`src/rtc_pkg.sv`:
```
package rtc_pkg;

	// ----------------------------------------
	// Timing
	// ----------------------------------------
	localparam int CLK_KHZ = 25000;
	localparam int POR_TIME_MS = 250;
	localparam int WDT_SHORT_MS = 250;
	localparam int WDT_MID_MS = 750;
	localparam int WDT_LONG_MS = 1750;
	localparam int POR_CYC = POR_TIME_MS * CLK_KHZ;
	localparam int WDT_SHORT_CYC = WDT_SHORT_MS * CLK_KHZ;
	localparam int WDT_MID_CYC = WDT_MID_MS * CLK_KHZ;
	localparam int WDT_LONG_CYC = WDT_LONG_MS * CLK_KHZ;
	typedef logic [25:0] cnt_t;

	// Crystal divider: 32768 edges per second
	localparam logic [14:0] DIV_LAST = 15'h7fff;
	localparam int DIV_4096_BIT = 2;
	localparam int DIV_1HZ_BIT = 14;

	// ----------------------------------------
	// Two-wire side
	// ----------------------------------------
	localparam logic [6:0] DEV_SEL = 7'h6f;
	localparam logic [7:0] ADDR_HI_OK = 8'h00;
	localparam logic [2:0] CLK_SECT = 3'h6;
	localparam logic [5:0] STATUS_ADDR = 6'h3f;

	typedef enum logic [2:0] {
		I2C_IDLE = 3'b000,
		I2C_DEV = 3'b001,
		I2C_AHI = 3'b010,
		I2C_ALO = 3'b011,
		I2C_WR = 3'b100,
		I2C_RD = 3'b101,
		I2C_MACK = 3'b110
	} i2c_st_t;

	// ----------------------------------------
	// Clock bytes: sec min hour date month year weekday century
	// ----------------------------------------
	localparam int T_SEC = 0;
	localparam int T_MIN = 1;
	localparam int T_HOUR = 2;
	localparam int T_DATE = 3;
	localparam int T_MON = 4;
	localparam int T_YEAR = 5;
	localparam int T_DOW = 6;
	localparam logic [63:0] TIME_RESET = 64'h2000_0001_0112_0000;

	// ----------------------------------------
	// Wishbone map
	// ----------------------------------------
	localparam logic [7:0] WB_CTRL = 8'h00;
	localparam logic [7:0] WB_ALM0_LO = 8'h04;
	localparam logic [7:0] WB_ALM0_HI = 8'h08;
	localparam logic [7:0] WB_ALM1_LO = 8'h0c;
	localparam logic [7:0] WB_ALM1_HI = 8'h10;
	localparam logic [7:0] WB_STATUS = 8'h14;
	localparam logic [7:0] WB_TIME_LO = 8'h18;
	localparam logic [7:0] WB_TIME_HI = 8'h1c;

	localparam int C_H24 = 0;
	localparam int C_IRQ = 1;
	localparam int C_FSEL = 2;
	localparam int C_THR = 4;
	localparam int C_WDT = 7;
	localparam int C_BUSRST = 9;
	localparam int C_ARM = 10;
	localparam int C_REP = 12;
	localparam logic [13:0] CTRL_RESET = 14'h0000;
	localparam int ALM_EN = 16;

	localparam logic [1:0] FREQ_1HZ = 2'h1;
	localparam logic [1:0] FREQ_4096 = 2'h2;
	localparam logic [1:0] FREQ_32K = 2'h3;
	localparam logic [1:0] WDT_SHORT = 2'h1;
	localparam logic [1:0] WDT_MID = 2'h2;

	// Five supply thresholds, index 4 is the last
	localparam logic [2:0] THR_LAST = 3'h4;
	localparam logic [4:0][7:0] THR_TABLE = {8'hd0, 8'hb0, 8'h90, 8'h80, 8'h70};

endpackage

```
`src/pin_sync.sv`:
```
`timescale 1ns/1ns
module pin_sync #(
	parameter int W = 3
) (
	input wire logic core_clk_i,
	input wire logic rst_i,
	input wire logic [W-1:0] async_i,
	output logic [W-1:0] sync_o
);

	typedef struct packed {
		logic [W-1:0] first;
		logic [W-1:0] second;
	} sync_state_t;

	sync_state_t sync_reg;
	sync_state_t sync_next;

	// Only the second stage reads the first one
	always_comb begin
		sync_next.first = async_i;
		sync_next.second = sync_reg.first;
	end

	// ----------------------------------------
	// Register
	// ----------------------------------------
	always_ff @(posedge core_clk_i) begin
		if (rst_i) begin
			sync_reg <= '0;
		end else begin
			sync_reg <= sync_next;
		end
	end

	assign sync_o = sync_reg.second;

endmodule

```
`src/rtc_core.sv`:
```
// The implementer's own choices: the Wishbone interface to the registers and the placing of the registers.
`timescale 1ns/1ns
module rtc_core #(
	parameter int POR_CYCLES = rtc_pkg::POR_CYC,
	parameter int WDT_SHORT_CYCLES = rtc_pkg::WDT_SHORT_CYC,
	parameter int WDT_MID_CYCLES = rtc_pkg::WDT_MID_CYC,
	parameter int WDT_LONG_CYCLES = rtc_pkg::WDT_LONG_CYC
) (
	input wire logic core_clk_i,
	input wire logic rst_i,
	input wire logic wb_cyc_i,
	input wire logic wb_stb_i,
	input wire logic wb_we_i,
	input wire logic [7:0] wb_adr_i,
	input wire logic [3:0] wb_sel_i,
	input wire logic [31:0] wb_dat_i,
	output logic [31:0] wb_dat_o,
	output logic wb_ack_o,
	input wire logic xtal_i,
	input wire logic scl_i,
	input wire logic sda_i,
	output logic sda_o,
	output logic sda_oe_o,
	input wire logic [7:0] supply_level_i,
	output logic alarm_irq_freq_out_o,
	output logic alarm_irq_freq_out_oe_o,
	output logic reset_out_o,
	output logic reset_out_oe_o
);

	typedef struct packed {
		logic [2:0] pins_prev;
		logic [14:0] div;
		logic tick_d;
		logic [7:0][7:0] tm;
		logic [7:0][7:0] snap;
		logic [7:0][7:0] hold;
		logic halted;
		logic load_pend;
		logic [1:0] flag;
		logic [1:0] fcap;
		logic [13:0] ctrl;
		logic [3:0][31:0] alm;
		rtc_pkg::i2c_st_t st;
		logic in_ack;
		logic [3:0] cnt;
		logic [7:0] shift;
		logic [5:0] addr;
		logic rw;
		logic hi_ok;
		logic wr_seen;
		logic wr_bad;
		logic mack;
		logic is_stat;
		logic sda_oe;
		rtc_pkg::cnt_t hold_cnt;
		rtc_pkg::cnt_t wdt_cnt;
		logic rst_act;
		logic out_oe;
		logic ack;
		logic [31:0] dat;
	} state_t;

	state_t state_reg;
	state_t state_next;
	logic [2:0] syn;
	logic xtal_rise;
	logic scl_rise;
	logic scl_fall;
	logic start_ev;
	logic stop_ev;
	logic sec_tick;
	logic bus_ok;
	logic wb_req;
	logic [2:0] thr_idx;
	logic supply_low;
	logic [1:0] wdt_sel;
	rtc_pkg::cnt_t wdt_lim;

	// ----------------------------------------
	// Pin synchronisers: crystal, clock, data
	// ----------------------------------------
	pin_sync #(
		.W(3)
	) u_sync (
		.core_clk_i(core_clk_i),
		.rst_i(rst_i),
		.async_i({sda_i, scl_i, xtal_i}),
		.sync_o(syn)
	);

	// Edge and condition detection on synchronised pins
	assign xtal_rise = syn[0] & ~state_reg.pins_prev[0];
	assign scl_rise = syn[1] & ~state_reg.pins_prev[1];
	assign scl_fall = ~syn[1] & state_reg.pins_prev[1];
	assign start_ev = syn[1] & state_reg.pins_prev[1] & state_reg.pins_prev[2] & ~syn[2];
	assign stop_ev = syn[1] & state_reg.pins_prev[1] & ~state_reg.pins_prev[2] & syn[2];
	assign sec_tick = xtal_rise & (state_reg.div == rtc_pkg::DIV_LAST);
	assign bus_ok = ~state_reg.rst_act | state_reg.ctrl[rtc_pkg::C_BUSRST];
	assign wb_req = wb_cyc_i & wb_stb_i;

	// Supply compare against the selected level
	assign thr_idx = (state_reg.ctrl[rtc_pkg::C_THR +: 3] > rtc_pkg::THR_LAST) ? rtc_pkg::THR_LAST
		: state_reg.ctrl[rtc_pkg::C_THR +: 3];
	assign supply_low = supply_level_i < rtc_pkg::THR_TABLE[thr_idx];
	assign wdt_sel = state_reg.ctrl[rtc_pkg::C_WDT +: 2];

	// Watchdog limit per setting
	always_comb begin
		case (wdt_sel)
			rtc_pkg::WDT_SHORT: wdt_lim = rtc_pkg::cnt_t'(WDT_SHORT_CYCLES);
			rtc_pkg::WDT_MID: wdt_lim = rtc_pkg::cnt_t'(WDT_MID_CYCLES);
			default: wdt_lim = rtc_pkg::cnt_t'(WDT_LONG_CYCLES);
		endcase
	end

	// ----------------------------------------
	// Calendar helpers
	// ----------------------------------------
	function automatic logic [7:0] bcd_inc(input logic [7:0] v);
		bcd_inc = (v[3:0] == 4'h9) ? {v[7:4] + 4'h1, 4'h0} : {v[7:4], v[3:0] + 4'h1};
	endfunction

	// Leap when the BCD year divides by four
	function automatic logic [7:0] month_last(input logic [7:0] mo, input logic [7:0] yr);
		logic leap;
		leap = yr[4] ? (yr[3:0] == 4'h2 || yr[3:0] == 4'h6)
			: (yr[3:0] == 4'h0 || yr[3:0] == 4'h4 || yr[3:0] == 4'h8);
		case (mo)
			8'h02: month_last = leap ? 8'h29 : 8'h28;
			8'h04, 8'h06, 8'h09, 8'h11: month_last = 8'h30;
			default: month_last = 8'h31;
		endcase
	endfunction

	function automatic logic [7:0][7:0] advance(input logic [7:0][7:0] t, input logic h24);
		logic [7:0][7:0] n;
		logic day;
		logic pm;
		logic [7:0] hb;
		n = t;
		hb = 8'h00;
		day = 1'b0;
		pm = t[rtc_pkg::T_HOUR][5];
		if (t[rtc_pkg::T_SEC] != 8'h59) begin
			n[rtc_pkg::T_SEC] = bcd_inc(t[rtc_pkg::T_SEC]);
		end else begin
			n[rtc_pkg::T_SEC] = 8'h00;
			if (t[rtc_pkg::T_MIN] != 8'h59) begin
				n[rtc_pkg::T_MIN] = bcd_inc(t[rtc_pkg::T_MIN]);
			end else begin
				n[rtc_pkg::T_MIN] = 8'h00;
				if (h24) begin
					// 24-hour: 00..23
					if (t[rtc_pkg::T_HOUR][5:0] == 6'h23) begin
						n[rtc_pkg::T_HOUR] = 8'h80;
						day = 1'b1;
					end else begin
						hb = bcd_inc({2'b00, t[rtc_pkg::T_HOUR][5:0]});
						n[rtc_pkg::T_HOUR] = {2'b10, hb[5:0]};
					end
				end else begin
					// 12-hour: 12,1..11 with the afternoon bit
					if (t[rtc_pkg::T_HOUR][4:0] == 5'h11) begin
						n[rtc_pkg::T_HOUR] = {2'b00, ~pm, 5'h12};
						day = pm;
					end else if (t[rtc_pkg::T_HOUR][4:0] == 5'h12) begin
						n[rtc_pkg::T_HOUR] = {2'b00, pm, 5'h01};
					end else begin
						hb = bcd_inc({3'b000, t[rtc_pkg::T_HOUR][4:0]});
						n[rtc_pkg::T_HOUR] = {2'b00, pm, hb[4:0]};
					end
				end
			end
		end
		if (day) begin
			n[rtc_pkg::T_DOW] = (t[rtc_pkg::T_DOW] == 8'h06) ? 8'h00 : bcd_inc(t[rtc_pkg::T_DOW]);
			if (t[rtc_pkg::T_DATE] == month_last(t[rtc_pkg::T_MON], t[rtc_pkg::T_YEAR])) begin
				n[rtc_pkg::T_DATE] = 8'h01;
				if (t[rtc_pkg::T_MON] == 8'h12) begin
					n[rtc_pkg::T_MON] = 8'h01;
					// Century byte stays put: good through 2099
					n[rtc_pkg::T_YEAR] = (t[rtc_pkg::T_YEAR] == 8'h99) ? 8'h00 : bcd_inc(t[rtc_pkg::T_YEAR]);
				end else begin
					n[rtc_pkg::T_MON] = bcd_inc(t[rtc_pkg::T_MON]);
				end
			end else begin
				n[rtc_pkg::T_DATE] = bcd_inc(t[rtc_pkg::T_DATE]);
			end
		end
		advance = n;
	endfunction

	// Byte served on the serial side
	function automatic logic [7:0] out_byte(input logic [5:0] a, input logic [7:0][7:0] t,
			input logic [1:0] f, input logic h);
		if (a == rtc_pkg::STATUS_ADDR) begin
			out_byte = {1'b0, f[1], f[0], 4'h0, h};
		end else if (a[5:3] == rtc_pkg::CLK_SECT) begin
			out_byte = t[a[2:0]];
		end else begin
			out_byte = 8'h00;
		end
	endfunction

	function automatic logic [31:0] merge(input logic [31:0] old, input logic [31:0] nw, input logic [3:0] sel);
		for (int b = 0; b < 4; b++) begin
			merge[b*8 +: 8] = sel[b] ? nw[b*8 +: 8] : old[b*8 +: 8];
		end
	endfunction

	// ----------------------------------------
	// Next state
	// ----------------------------------------
	always_comb begin
		logic [7:0] ob;
		logic [7:0][7:0] t;
		logic [5:0] hit;
		logic [31:0] lo;
		logic [31:0] hi;
		logic [31:0] mw;
		ob = 8'h00;
		t = state_reg.tm;
		hit = 6'h00;
		lo = 32'h0;
		hi = 32'h0;
		// Control word with the byte lanes of a bus write merged in
		mw = merge({18'h0, state_reg.ctrl}, wb_dat_i, wb_sel_i);
		state_next = state_reg;
		state_next.pins_prev = syn;
		state_next.tick_d = sec_tick;

		// Divider chain, one count per crystal edge
		if (xtal_rise) begin
			state_next.div = state_reg.div + 15'h0001;
		end

		// Second tick: load a finished write or count on; never stalled by the bus
		if (sec_tick) begin
			if (state_reg.load_pend) begin
				state_next.tm = state_reg.hold;
				state_next.halted = 1'b0;
				state_next.load_pend = 1'b0;
			end else if (!state_reg.halted) begin
				state_next.tm = advance(state_reg.tm, state_reg.ctrl[rtc_pkg::C_H24]);
			end
		end

		// Supervisor: power-on hold and watchdog share one hold counter
		if (supply_low) begin
			state_next.hold_cnt = '0;
			state_next.wdt_cnt = '0;
		end else if (state_reg.hold_cnt != rtc_pkg::cnt_t'(POR_CYCLES)) begin
			state_next.hold_cnt = state_reg.hold_cnt + 26'h1;
			state_next.wdt_cnt = '0;
		end else if (wdt_sel == 2'h0 || start_ev) begin
			state_next.wdt_cnt = '0;
		end else if (state_reg.wdt_cnt == wdt_lim - 26'h1) begin
			state_next.wdt_cnt = '0;
			state_next.hold_cnt = '0;
		end else begin
			state_next.wdt_cnt = state_reg.wdt_cnt + 26'h1;
		end
		state_next.rst_act = state_next.hold_cnt != rtc_pkg::cnt_t'(POR_CYCLES);

		// Serial slave; with C_BUSRST clear, a reset window drops any transfer in flight
		if (!bus_ok) begin
			state_next.st = rtc_pkg::I2C_IDLE;
			state_next.sda_oe = 1'b0;
			state_next.in_ack = 1'b0;
			state_next.wr_seen = 1'b0;
			state_next.wr_bad = 1'b0;
		end else if (start_ev) begin
			// A restart before stop throws away buffered time
			state_next.st = rtc_pkg::I2C_DEV;
			state_next.cnt = 4'h0;
			state_next.in_ack = 1'b0;
			state_next.sda_oe = 1'b0;
			state_next.wr_seen = 1'b0;
			state_next.wr_bad = 1'b0;
		end else if (stop_ev) begin
			if (state_reg.wr_seen && !state_reg.wr_bad) begin
				state_next.load_pend = 1'b1;
			end
			state_next.st = rtc_pkg::I2C_IDLE;
			state_next.sda_oe = 1'b0;
			state_next.wr_seen = 1'b0;
			state_next.wr_bad = 1'b0;
		end else begin
			case (state_reg.st)
				rtc_pkg::I2C_DEV, rtc_pkg::I2C_AHI, rtc_pkg::I2C_ALO, rtc_pkg::I2C_WR: begin
					if (!state_reg.in_ack) begin
						if (scl_rise) begin
							state_next.shift = {state_reg.shift[6:0], syn[2]};
							state_next.cnt = state_reg.cnt + 4'h1;
						end else if (scl_fall && state_reg.cnt == 4'h8) begin
							state_next.in_ack = 1'b1;
							state_next.cnt = 4'h0;
							state_next.sda_oe = 1'b1;
							if (state_reg.st == rtc_pkg::I2C_DEV) begin
								state_next.rw = state_reg.shift[0];
								if (state_reg.shift[7:1] != rtc_pkg::DEV_SEL) begin
									state_next.st = rtc_pkg::I2C_IDLE;
									state_next.sda_oe = 1'b0;
									state_next.in_ack = 1'b0;
								end
							end else if (state_reg.st == rtc_pkg::I2C_AHI) begin
								state_next.hi_ok = state_reg.shift == rtc_pkg::ADDR_HI_OK;
							end else if (state_reg.st == rtc_pkg::I2C_ALO) begin
								state_next.addr = state_reg.shift[5:0];
							end
						end
					end else if (scl_fall) begin
						state_next.in_ack = 1'b0;
						state_next.sda_oe = 1'b0;
						case (state_reg.st)
							rtc_pkg::I2C_DEV: begin
								if (state_reg.rw) begin
									// Freeze the time at the fall ending this ack
									state_next.snap = state_reg.tm;
									ob = out_byte(state_reg.addr, state_reg.tm, state_reg.flag, state_reg.halted);
									state_next.st = rtc_pkg::I2C_RD;
									state_next.shift = ob;
									state_next.sda_oe = ~ob[7];
									state_next.cnt = 4'h0;
									state_next.is_stat = state_reg.addr == rtc_pkg::STATUS_ADDR;
									state_next.fcap = state_reg.flag;
								end else begin
									state_next.st = rtc_pkg::I2C_AHI;
								end
							end
							rtc_pkg::I2C_AHI: state_next.st = rtc_pkg::I2C_ALO;
							rtc_pkg::I2C_ALO: begin
								state_next.st = rtc_pkg::I2C_WR;
								state_next.hold = state_reg.tm;
								state_next.wr_bad = ~state_reg.hi_ok;
							end
							default: begin
								// Byte captured into the buffer at the ack fall
								if (state_reg.addr[5:3] == rtc_pkg::CLK_SECT) begin
									state_next.hold[state_reg.addr[2:0]] = state_reg.shift;
									state_next.wr_seen = 1'b1;
								end else begin
									state_next.wr_bad = 1'b1;
								end
								state_next.addr = state_reg.addr + 6'h01;
							end
						endcase
					end
				end
				rtc_pkg::I2C_RD: begin
					if (scl_fall) begin
						state_next.cnt = state_reg.cnt + 4'h1;
						if (state_reg.cnt == 4'h7) begin
							state_next.sda_oe = 1'b0;
							state_next.st = rtc_pkg::I2C_MACK;
							state_next.addr = state_reg.addr + 6'h01;
							if (state_reg.is_stat) begin
								// Only flags seen at byte start are cleared
								state_next.flag = state_reg.flag & ~state_reg.fcap;
							end
						end else begin
							state_next.sda_oe = ~state_reg.shift[6];
							state_next.shift = {state_reg.shift[6:0], 1'b0};
						end
					end
				end
				rtc_pkg::I2C_MACK: begin
					if (scl_rise) begin
						state_next.mack = ~syn[2];
					end else if (scl_fall) begin
						if (state_reg.mack && !state_reg.is_stat) begin
							ob = out_byte(state_reg.addr, state_reg.snap, state_reg.flag, state_reg.halted);
							state_next.st = rtc_pkg::I2C_RD;
							state_next.shift = ob;
							state_next.sda_oe = ~ob[7];
							state_next.cnt = 4'h0;
							state_next.is_stat = state_reg.addr == rtc_pkg::STATUS_ADDR;
							state_next.fcap = state_reg.flag;
						end else begin
							state_next.st = rtc_pkg::I2C_IDLE;
						end
					end
				end
				default: begin
					state_next.sda_oe = 1'b0;
				end
			endcase
		end

		// Alarms checked on the cycle after the time moved; reads do not block this
		if (state_reg.tick_d) begin
			for (int a = 0; a < 2; a++) begin
				lo = state_reg.alm[2*a];
				hi = state_reg.alm[2*a + 1];
				hit[0] = lo[7:0] == t[rtc_pkg::T_SEC];
				hit[1] = lo[15:8] == t[rtc_pkg::T_MIN];
				hit[2] = lo[21:16] == t[rtc_pkg::T_HOUR][5:0];
				hit[3] = lo[31:24] == t[rtc_pkg::T_DATE];
				hit[4] = hi[7:0] == t[rtc_pkg::T_MON];
				hit[5] = hi[10:8] == t[rtc_pkg::T_DOW][2:0];
				if (state_reg.ctrl[rtc_pkg::C_ARM + a] && hi[rtc_pkg::ALM_EN +: 6] != 6'h00
						&& (hit | ~hi[rtc_pkg::ALM_EN +: 6]) == 6'h3f) begin
					state_next.flag[a] = 1'b1;
					if (!state_reg.ctrl[rtc_pkg::C_REP + a]) begin
						state_next.ctrl[rtc_pkg::C_ARM + a] = 1'b0;
					end
				end
			end
		end

		// Shared output: alarm level, a tap of the divider chain, or the synchronised crystal
		if (state_reg.ctrl[rtc_pkg::C_IRQ]) begin
			state_next.out_oe = |state_reg.flag;
		end else begin
			case (state_reg.ctrl[rtc_pkg::C_FSEL +: 2])
				rtc_pkg::FREQ_1HZ: state_next.out_oe = ~state_reg.div[rtc_pkg::DIV_1HZ_BIT];
				rtc_pkg::FREQ_4096: state_next.out_oe = ~state_reg.div[rtc_pkg::DIV_4096_BIT];
				rtc_pkg::FREQ_32K: state_next.out_oe = ~syn[0];
				default: state_next.out_oe = 1'b0;
			endcase
		end

		// Wishbone: ack one cycle after request, write at the ack edge
		state_next.ack = wb_req & ~state_reg.ack;
		if (wb_req && !state_reg.ack) begin
			case (wb_adr_i & 8'hfc)
				rtc_pkg::WB_CTRL: state_next.dat = {18'h0, state_reg.ctrl};
				rtc_pkg::WB_ALM0_LO: state_next.dat = state_reg.alm[0];
				rtc_pkg::WB_ALM0_HI: state_next.dat = state_reg.alm[1];
				rtc_pkg::WB_ALM1_LO: state_next.dat = state_reg.alm[2];
				rtc_pkg::WB_ALM1_HI: state_next.dat = state_reg.alm[3];
				rtc_pkg::WB_STATUS: state_next.dat = {27'h0, supply_low, state_reg.rst_act,
					state_reg.flag, state_reg.halted};
				rtc_pkg::WB_TIME_LO: state_next.dat = state_reg.tm[3:0];
				rtc_pkg::WB_TIME_HI: state_next.dat = state_reg.tm[7:4];
				default: state_next.dat = 32'h0;
			endcase
		end
		if (wb_req && state_reg.ack && wb_we_i) begin
			case (wb_adr_i & 8'hfc)
				rtc_pkg::WB_CTRL: state_next.ctrl = mw[13:0];
				rtc_pkg::WB_ALM0_LO: state_next.alm[0] = merge(state_reg.alm[0], wb_dat_i, wb_sel_i);
				rtc_pkg::WB_ALM0_HI: state_next.alm[1] = merge(state_reg.alm[1], wb_dat_i, wb_sel_i);
				rtc_pkg::WB_ALM1_LO: state_next.alm[2] = merge(state_reg.alm[2], wb_dat_i, wb_sel_i);
				rtc_pkg::WB_ALM1_HI: state_next.alm[3] = merge(state_reg.alm[3], wb_dat_i, wb_sel_i);
				default: state_next.dat = state_next.dat;
			endcase
		end
	end

	// ----------------------------------------
	// Register
	// ----------------------------------------
	always_ff @(posedge core_clk_i) begin
		if (rst_i) begin
			state_reg <= '0;
			state_reg.tm <= rtc_pkg::TIME_RESET;
			state_reg.halted <= 1'b1;
			state_reg.ctrl <= rtc_pkg::CTRL_RESET;
			state_reg.rst_act <= 1'b1;
		end else begin
			state_reg <= state_next;
		end
	end

	// Open-drain pins only ever pull low
	assign wb_ack_o = state_reg.ack;
	assign wb_dat_o = state_reg.dat;
	assign sda_o = 1'b0;
	assign sda_oe_o = state_reg.sda_oe;
	assign alarm_irq_freq_out_o = 1'b0;
	assign alarm_irq_freq_out_oe_o = state_reg.out_oe;
	assign reset_out_o = 1'b0;
	assign reset_out_oe_o = state_reg.rst_act;

endmodule

```
`config.mk`:
```
export PLATFORM = sky130hd
export DESIGN_NAME = rtc_core
export DESIGN_NICKNAME = d
export VERILOG_FILES = /design/src/rtc_pkg.sv /design/src/pin_sync.sv /design/src/rtc_core.sv
export SDC_FILE = /design/constraint.sdc
export NUM_CORES = 1
export LEC_CHECK = 0
export ABC_AREA = 1
export BUFFER_PORTS_ARGS = -buffer_cell sky130_fd_sc_hd__buf_2
export CAP_MARGIN = 20
export CORE_MARGIN = 2
export CORE_UTILIZATION = 35
export DETAILED_ROUTE_END_ITERATION = 16
export MAX_ROUTING_LAYER = met4
export SETUP_SLACK_MARGIN = 0.3
export SLEW_MARGIN = 20
export SYNTH_ARGS = -nofsm -noshare
export SYNTH_HDL_FRONTEND = slang
export SYNTH_SLANG_ARGS = --single-unit
export TNS_END_PERCENT = 10
```
`constraint.sdc`:
```
create_clock -name core_clk_i -period 3.6 [get_ports core_clk_i]
set_clock_uncertainty 0.15 [all_clocks]
set_input_delay 0 -clock core_clk_i [delete_from_list [all_inputs] [get_ports core_clk_i]]
set_output_delay 0 -clock core_clk_i [all_outputs]
set_load 0.01 [all_outputs]
```
==> summary.md, run 1 <==
| Metric | Value |
|---|---|
| Tot Pwr | `roughly 11 mW` |
| Htree depth | `2` |
| Worst reg-to-reg path cell count | `15` |
| Main synth FF type | `dfxtp_1` |
| Max Freq | `approximately 0.33 GHz` |
| Cell count after synthesis | `approximately 3,500` |
| Fin worst setup slack | `between 500 and 600 ps` |
| Worst Hold Class | `primary input to flop` |
| CP Max Fanout | `9` |
| Largest register FFs | `439` |
| Most frequent cell after synthesis | `nand2_1` |
| Sequential share of the synthesized area | `0.3910` |
| # fillers | `between 7,000 and 8,000` |
| Core Rows | `97` |
| Setup-failing EPs final | `0` |
| Largest net degree at the start of global routing | `~150` |
| GPL Wtd Cong | `between 0.9 and 1` |
| Post-layout min period | `about 3000 ps` |
| Clk sinks | `between 400 and 500` |
| CTS max path bufs | `3` |
| DP Worst Slack | `a little under 400 ps` |
| Area leader, netlist | `dfxtp_1` |
| Synth top area share | `0.3910` |
| Adder-cell share of the synthesized area | `0.01778` |
| Total global-route track usage | `0.2472` |
| Synth Area in XOR/XNOR | `0.02881` |
| Global-route wire length before repair | `around 140 mm` |
| Final ANT Viol Nets | `0` |
| Worst-Skew Late Latency | `620 ps` |
| Pwr per Cell Area | `between 300 and 400 nW/um2` |
| Seq cells post-synth | `481` |
| Worst R2R Setup Slack | `between 500 and 600 ps` |
| Rel. slew slack | `0.3410` |
| Ports | `99` |
| CTS root buf | `clkbuf_16` |
| FFs w/ async S/R, synth | `0` |
| Share of layout cells above drive strength 1 | `0.09026` |
| DRC viols | `0` |
| Combinational family with the most area after synthesis | `compound AO/OA/AOI/OAI gates` |
| Worst R2R End | `reset_out_oe_o` |
| Simple-gate share of the synthesized area | `0.2146` |
| Detailed Place HPWL | `about 65 mm` |
| Setup TNS | `0 ps` |
| Total of max-cap violations | `0` |
| Syn_area_per_cell | `slightly below 7 um2` |
| Synth area leaders | `dfxtp_1 39%, nand2_1 8.0%, a21oi_1 7.5%, o21ai_0 7.4%, nor2_1 6.4%` |
| Crit path launch | `state_reg[248]` |
| RSZ-0062 raised after global routing | `no` |
| Vias | `roughly 25,000` |
| P_leak | `between 10 and 15 nW` |
| ANT cells | `0` |
| Multiplexer share of the synthesized area | `0` |
| Setup Crit Path Kind | `flop to flop` |
| First-pass DRT Iterations | `6` |
| Status | `finished with violations` |
| Port Buffer Count | `89` |
| CP startpoint kind | `flop` |
| Core region area | `around 70,000 um2` |
| CTS tree | `done` |
| Clock slew at reported path FFs | `roughly 60 ps` |
| Hold WS | `-42.05 ps` |
| Worst path arrival time | `roughly 3300 ps` |
| Worst setup path end | `reset_out_oe_o` |
| Distinct cell type count after synthesis | `slightly below 60` |
| Slew @ Worst Pin | `~980 ps` |
| Grt ovf | `0` |
| Hold Vio Cnt, Final | `2` |
| Fin crit share | `0.8334` |
| Via count of the first global-routing pass | `around 23,000` |
| Crit. End Element | `flop` |
| Die area | `72,500 um2` |
| Initial detailed-routing violation count | `2,775` |
| Area Overhead vs Synth | `14.64%` |
| Wirelength, routed | `approximately 90 mm` |
| Post-synth EDFFs | `0` |
| Final nets | `3,720` |
| Die W | `269.3 um` |
| Violated checks | `negative hold slack` |
| Vias per inst | `5.464` |
| Final Util | `0.4045` |
| Die height | `about 270 um` |
| VDD IR max | `around 0.35 mV` |
| Post-synth top cells | `526 x nand2_1, 481 x dfxtp_1, 422 x nor2_1, 397 x inv_1, 368 x a21oi_1` |
| FF-to-FF Start | `state_reg[248]` |
| CP Data Required Time | `between 3000 and 4000 ps` |
| Initial antenna violation count | `0` |
| Initial Util | `0.3529` |
| Wire per inst | `slightly below 20 um` |
| Pins Over Slew Limit | `0` |
| Warnings, synthesis | `0` |
| CTS buffer count | `53` |
| Mapped Area | `~25,000 um2` |
| Synth Area in Compound Gates | `0.2428` |
cells by family after synthesis:
| family | count (synthesis) |
|---|---|
| DFF | 481 |
| xor gates and xnor gates | 81 |
| adders and majority gates | 35 |
| other | 1 |
| and+or+nand+nor | 1240 |
| AOI/OAI and AO/OA | 1070 |
| buffers and inverters | 639 |
placed cells by master (no fill, tap or decap), types with 12 or more instances in the layout:
cell / count
xor2_1: 45
nand2_1: 524
o22ai_1: 161
dfxtp_1: 481
xnor2_1: 36
o21ai_0: 364
buf_4: 70
a21oi_1: 368
a211oi_1: 20
dlygate4sd3_1: 59
o21ai_1: 31
nor2_1: 421
clkbuf_16: 54
nor4_1: 13
nand4_1: 45
clkinv_2: 14
a22oi_1: 32
clkbuf_1: 12
o211ai_1: 15
inv_1: 397
clkbuf_8: 13
inv_2: 32
o221ai_1: 20
nand3_1: 138
buf_2: 88
ha_1: 35
nor3_1: 45
timing repair:
action / CTS / global route
buffers inserted: 0 / 1
resized for setup: 0 / 1
endpoints found under the hold margin: 254 / 2
hold buffers: 56 / 3
endpoints found under the setup margin: 0 / 5
per-stage QoR:
step | cells | cell area [um2] | hold WS [ps]
after floorplan | 3549 | 24630 | -43.03
after global placement | 4450 | 25880 | 60.52
after detailed placement | 4450 | 25880 | 68.95
after CTS | 4603 | 28170 | 26.57
after global routing | 4607 | 28230 | 16.19
final | 4607 | 28230 | -42.05
final cells by class:
type                       count  area [um2]  share of cell area
clock buffer                  79        1575             0.05580
clock inverter                18       156.4            0.005540
inverter                     441        1664             0.05895
multi-input combinational   2429       12430              0.4404
sequential                   481        9629              0.3411
tap                          940        1176             0.04166
timing repair buffer         219        1597             0.05655
worst max-delay path, cell delays in order, from the launching register on:
cell      delay (ps)
dfxtp_1          330
o21ai_0          220
nand2_1          110
ha_1             290
or2_2            270
ha_1             260
a21boi_0         120
o21bai_1         150
nand2_2          150
buf_4            210
nand3_1          130
nand3_1           90
nor2_1           100
nand2_1           60
nor2_1           130
nand3_1          100
how the worst min path moves through the flow:
stage / startpoint / to / slack (ps) / cells after the start
2_1_floorplan: xtal_i / u_sync.sync_next[0] / -40 / 2
3_3_place_gp: sda_i / u_sync.sync_next[2] / 60 / 3
3_5_place_dp: sda_i / u_sync.sync_next[2] / 70 / 3
4_1_cts: wb_dat_i[14] / state_reg[226] / 30 / 4
5_1_grt: supply_level_i[5] / state_reg[81] / 20 / 6
6_report: supply_level_i[4] / state_reg[81] / -40 / 7
power by group:
| group | switching, mW | internal [mW] | leakage [nW] |
|---|---|---|---|
| sequential | 0.00579 | 5.33 | 3.87 |
| combinational | 0.218 | 0.111 | 5.85 |
| clock | 2.35 | 3.16 | 0.859 |
layer usage:
layer  vias up  GRT usage  wire, um  share of wire
met3       196    0.04292      7662          0.085
met1     11853     0.3290     39730           0.44
met4         0    0.08845      3409          0.038
met5         -          -         0              0
met2      1071     0.3761     39630           0.44
li1      12051          -         -              -
Note: power is estimated with default switching activity, not from simulation.
==> inputs of run 2 (changes only) <==
==> constraint.sdc (replaced) <==
create_clock -name core_clk_i -period 3 [get_ports core_clk_i]
set_clock_uncertainty 0.15 [all_clocks]
set_input_delay 0 -clock core_clk_i [delete_from_list [all_inputs] [get_ports core_clk_i]]
set_output_delay 0 -clock core_clk_i [all_outputs]
set_load 0.01 [all_outputs]
==> summary.md, run 2 (synthesis gave the netlist of run 1 again) <==
| Metric | Value |
|---|---|
| Wirelength, routed | `91.98 mm (was 90.43 mm)` |
| Most used cell, CP | `buf_4 (was nand3_1)` |
| Placed insts | `4,518 (was 4,450)` |
| Pins Over Slew Limit | `0 (unchanged)` |
| Total of max-cap violations | `0 (unchanged)` |
| CTS max path bufs | `3 (unchanged)` |
| Htree depth | `2 (unchanged)` |
| Crit path cell chain | `o21ai_2 -> nand2_1 -> ha_1 -> or2_4 -> ha_4 -> a21boi_2 -> o21bai_1 -> nand2_2 -> buf_4 -> buf_4 -> nand3_4 -> bufbuf_16 -> nor3b_1 (was o21ai_0 -> nand2_1 -> ha_1 -> or2_2 -> ha_1 -> a21boi_0 -> o21bai_1 -> nand2_2 -> buf_4 -> nand3_1 -> nand3_1 -> nor2_1 -> nand2_1 -> nor2_1 -> nand3_1)` |
| Hold WS | `0.9832 ps (was -42.05 ps)` |
| RSZ-0062 raised after global routing | `yes (was no)` |
| Worst-Skew Late Latency | `640 ps (was 620 ps)` |
| Buf/Inv on CP | `3 (was 1)` |
| Port Buffer Count | `89 (unchanged)` |
| Most common cell after layout, fill and taps aside | `nand2_1 (unchanged)` |
| Wire per inst | `19.62 um (was 19.63 um)` |
| Largest register FFs | `439 (unchanged)` |
| CP Max Fanout | `5 (was 9)` |
| Max incr delay on CP | `330 ps (about the same)` |
| Status | `finished, final reports clean (was finished with violations)` |
| Fin crit share | `0.9273 (was 0.8334)` |
| Final Non-Filler Cells | `4,688 (was 4,607)` |
| Tot Pwr | `14.12 mW (was 11.17 mW)` |
| Setup-failing EPs final | `0 (unchanged)` |
| DRC viols | `0 (unchanged)` |
| Crit. End Element | `flop (unchanged)` |
| First-pass DRT Iterations | `6 (unchanged)` |
| P_leak | `11.12 nW (was 10.59 nW)` |
| Setup Crit Path Kind | `flop to flop (unchanged)` |
| Max Freq | `0.3595 GHz (was 0.3333 GHz)` |
| CP startpoint kind | `flop (unchanged)` |
| Vias | `25,232 (was 25,171)` |
| Rel. slew slack | `0.3204 (was 0.3410)` |
| Initial antenna violation count | `4 (was 0)` |
| Global-route wire length before repair | `140.4 mm (was 138.7 mm)` |
| Clock Power Share | `0.516 (was 0.493)` |
| Largest net degree at the start of global routing | `84 (was 147)` |
| VDD IR max | `0.4735 mV (was 0.3456 mV)` |
| Final nets | `3,798 (was 3,720)` |
| CTS tree | `done (unchanged)` |
| Flop pwr share | `0.454 (was 0.477)` |
| Slew @ Worst Pin | `1013 ps (was 981.8 ps)` |
| Clock slew at reported path FFs | `60 ps (about the same)` |
| Detailed Place HPWL | `66.41 mm (was 64.74 mm)` |
| Core Rows | `97 (unchanged)` |
| Int Power | `10.93 mW (was 8.598 mW)` |
| Hold Vio Cnt, Final | `0 (was 2)` |
| Die height | `269.3 um (unchanged)` |
| Critical path's slowest cell | `dfxtp_2 (was dfxtp_1)` |
| Initial detailed-routing violation count | `2,793 (was 2,775)` |
| Setup TNS | `0 ps (unchanged)` |
| Worst Hold Class | `primary input to flop (unchanged)` |
| Pwr per Cell Area | `482.6 nW/um2 (was 395.8 nW/um2)` |
| Ports | `99 (unchanged)` |
| GPL Wtd Cong | `0.9747 (was 0.9952)` |
| Post-layout min period | `2782 ps (was 3000 ps)` |
| Most frequent cells in the layout | `520 x nand2_1, 479 x dfxtp_1, 420 x nor2_1 (was 524 x nand2_1, 481 x dfxtp_1, 421 x nor2_1)` |
| Final Util | `0.4191 (was 0.4045)` |
| Share of layout cells above drive strength 1 | `0.1138 (was 0.09026)` |
| CTS buffer count | `54 (was 53)` |
| Delay-heaviest family, CP | `simple AND/OR/NAND/NOR gates (unchanged)` |
| CP Data Required Time | `3410 ps (was 3940 ps)` |
| Vias per inst | `5.382 (was 5.464)` |
| Total global-route track usage | `0.2527 (was 0.2472)` |
| Initial Util | `0.3529 (unchanged)` |
| Final ANT Viol Nets | `0 (unchanged)` |
| Combinational power share | `0.031 (was 0.029)` |
| Die W | `269.3 um (unchanged)` |
| Grt ovf | `0 (unchanged)` |
| CTS root buf | `clkbuf_16 (unchanged)` |
| Clk sinks | `481 (unchanged)` |
| Switch Pwr | `3.188 mW (was 2.576 mW)` |
| Via count of the first global-routing pass | `23,062 (was 23,399)` |
| Sw Share | `0.2259 (was 0.2306)` |
| Die area | `72,500 um2 (unchanged)` |
| Worst path arrival time | `3190 ps (was 3340 ps)` |
| Core region area | `69,790 um2 (unchanged)` |
| Area Overhead vs Synth | `18.78% (was 14.64%)` |
## run 2: changes by cell type in the layout (fill, tap and decap cells not counted), sizes merged, moves of 2 or more
cell / before / now
buf: 160 / 234
clkinv: 25 / 18
bufinv: 2 / 8
diode: 0 / 3
inv: 430 / 433
bufbuf: 0 / 2
## run 2: path summary, 6_finish.rpt
kind                            cells after the start  slack, ps          endpoint                start
worst min-delay path                                9          1     state_reg[75]    supply_level_i[4]
worst max register to register                     13        220     state_reg[47]       state_reg[248]
worst min register to register                      2        250  u_sync.sync_o[0]  u_sync.sync_next[0]
worst max-delay path                               13        220     state_reg[47]       state_reg[248]
## run 2: stage by stage
stage | area, um2 | setup slack, ps
finish | 29250 | 218.0
global route | 29250 | 80.30
CTS | 29200 | 245.2
detailed placement | 26500 | 86.59
global placement | 26500 | 67.52
floorplan | 24630 | 304.7
## run 2: worst reg2reg max path: cells and delay by family (launching register included)
family / cells / cell delay [ps]
AO/OA/AOI/OAI: 3 / 370
flip-flops: 1 / 330
adder cells (fa/ha/maj): 2 / 540
AND/OR/NAND/NOR: 5 / 750
buffers and inverters: 3 / 570
## run 2: what timing repair did
item	CTS	global route
hold endpoints to repair	191	0
endpoints found under the setup margin	17	42
hold buffers	60	0
gates resized for setup	19	9
pin swaps	12	7
cloned	2	0
buffers inserted	6	1
## run 2: power by group through the flow
stage | Combinational [mW] | Clock, mW | Sequential (mW)
detailed placement | 0.351 | 0 | 6.54
CTS | 0.418 | 7.35 | 6.40
global route | 0.469 | 7.63 | 6.40
global placement | 0.351 | 0 | 6.54
finish | 0.431 | 7.28 | 6.40
floorplan | 0.189 | 0 | 6.54
## run 2: per-layer routing
metal,vias to the layer above,share of wire,GRT usage
met5,-,0,-
li1,12227,-,-
met3,206,0.086,0.04266
met2,1100,0.43,0.3769
met4,0,0.040,0.09488
met1,11699,0.44,0.3417
## run 2: area by class of cell
| type | count | area [um2] |
|---|---|---|
| multi-input cells | 2429 | 12520 |
| repair buffers | 296 | 2322 |
| inverters | 441 | 1669 |
| flip-flops and latches | 481 | 9632 |
| clock buffers | 78 | 1593 |
| well taps | 940 | 1176 |
| clock inverters | 20 | 331.6 |
| diodes | 3 | 7.507 |
| fillers | 7237 | 40540 |
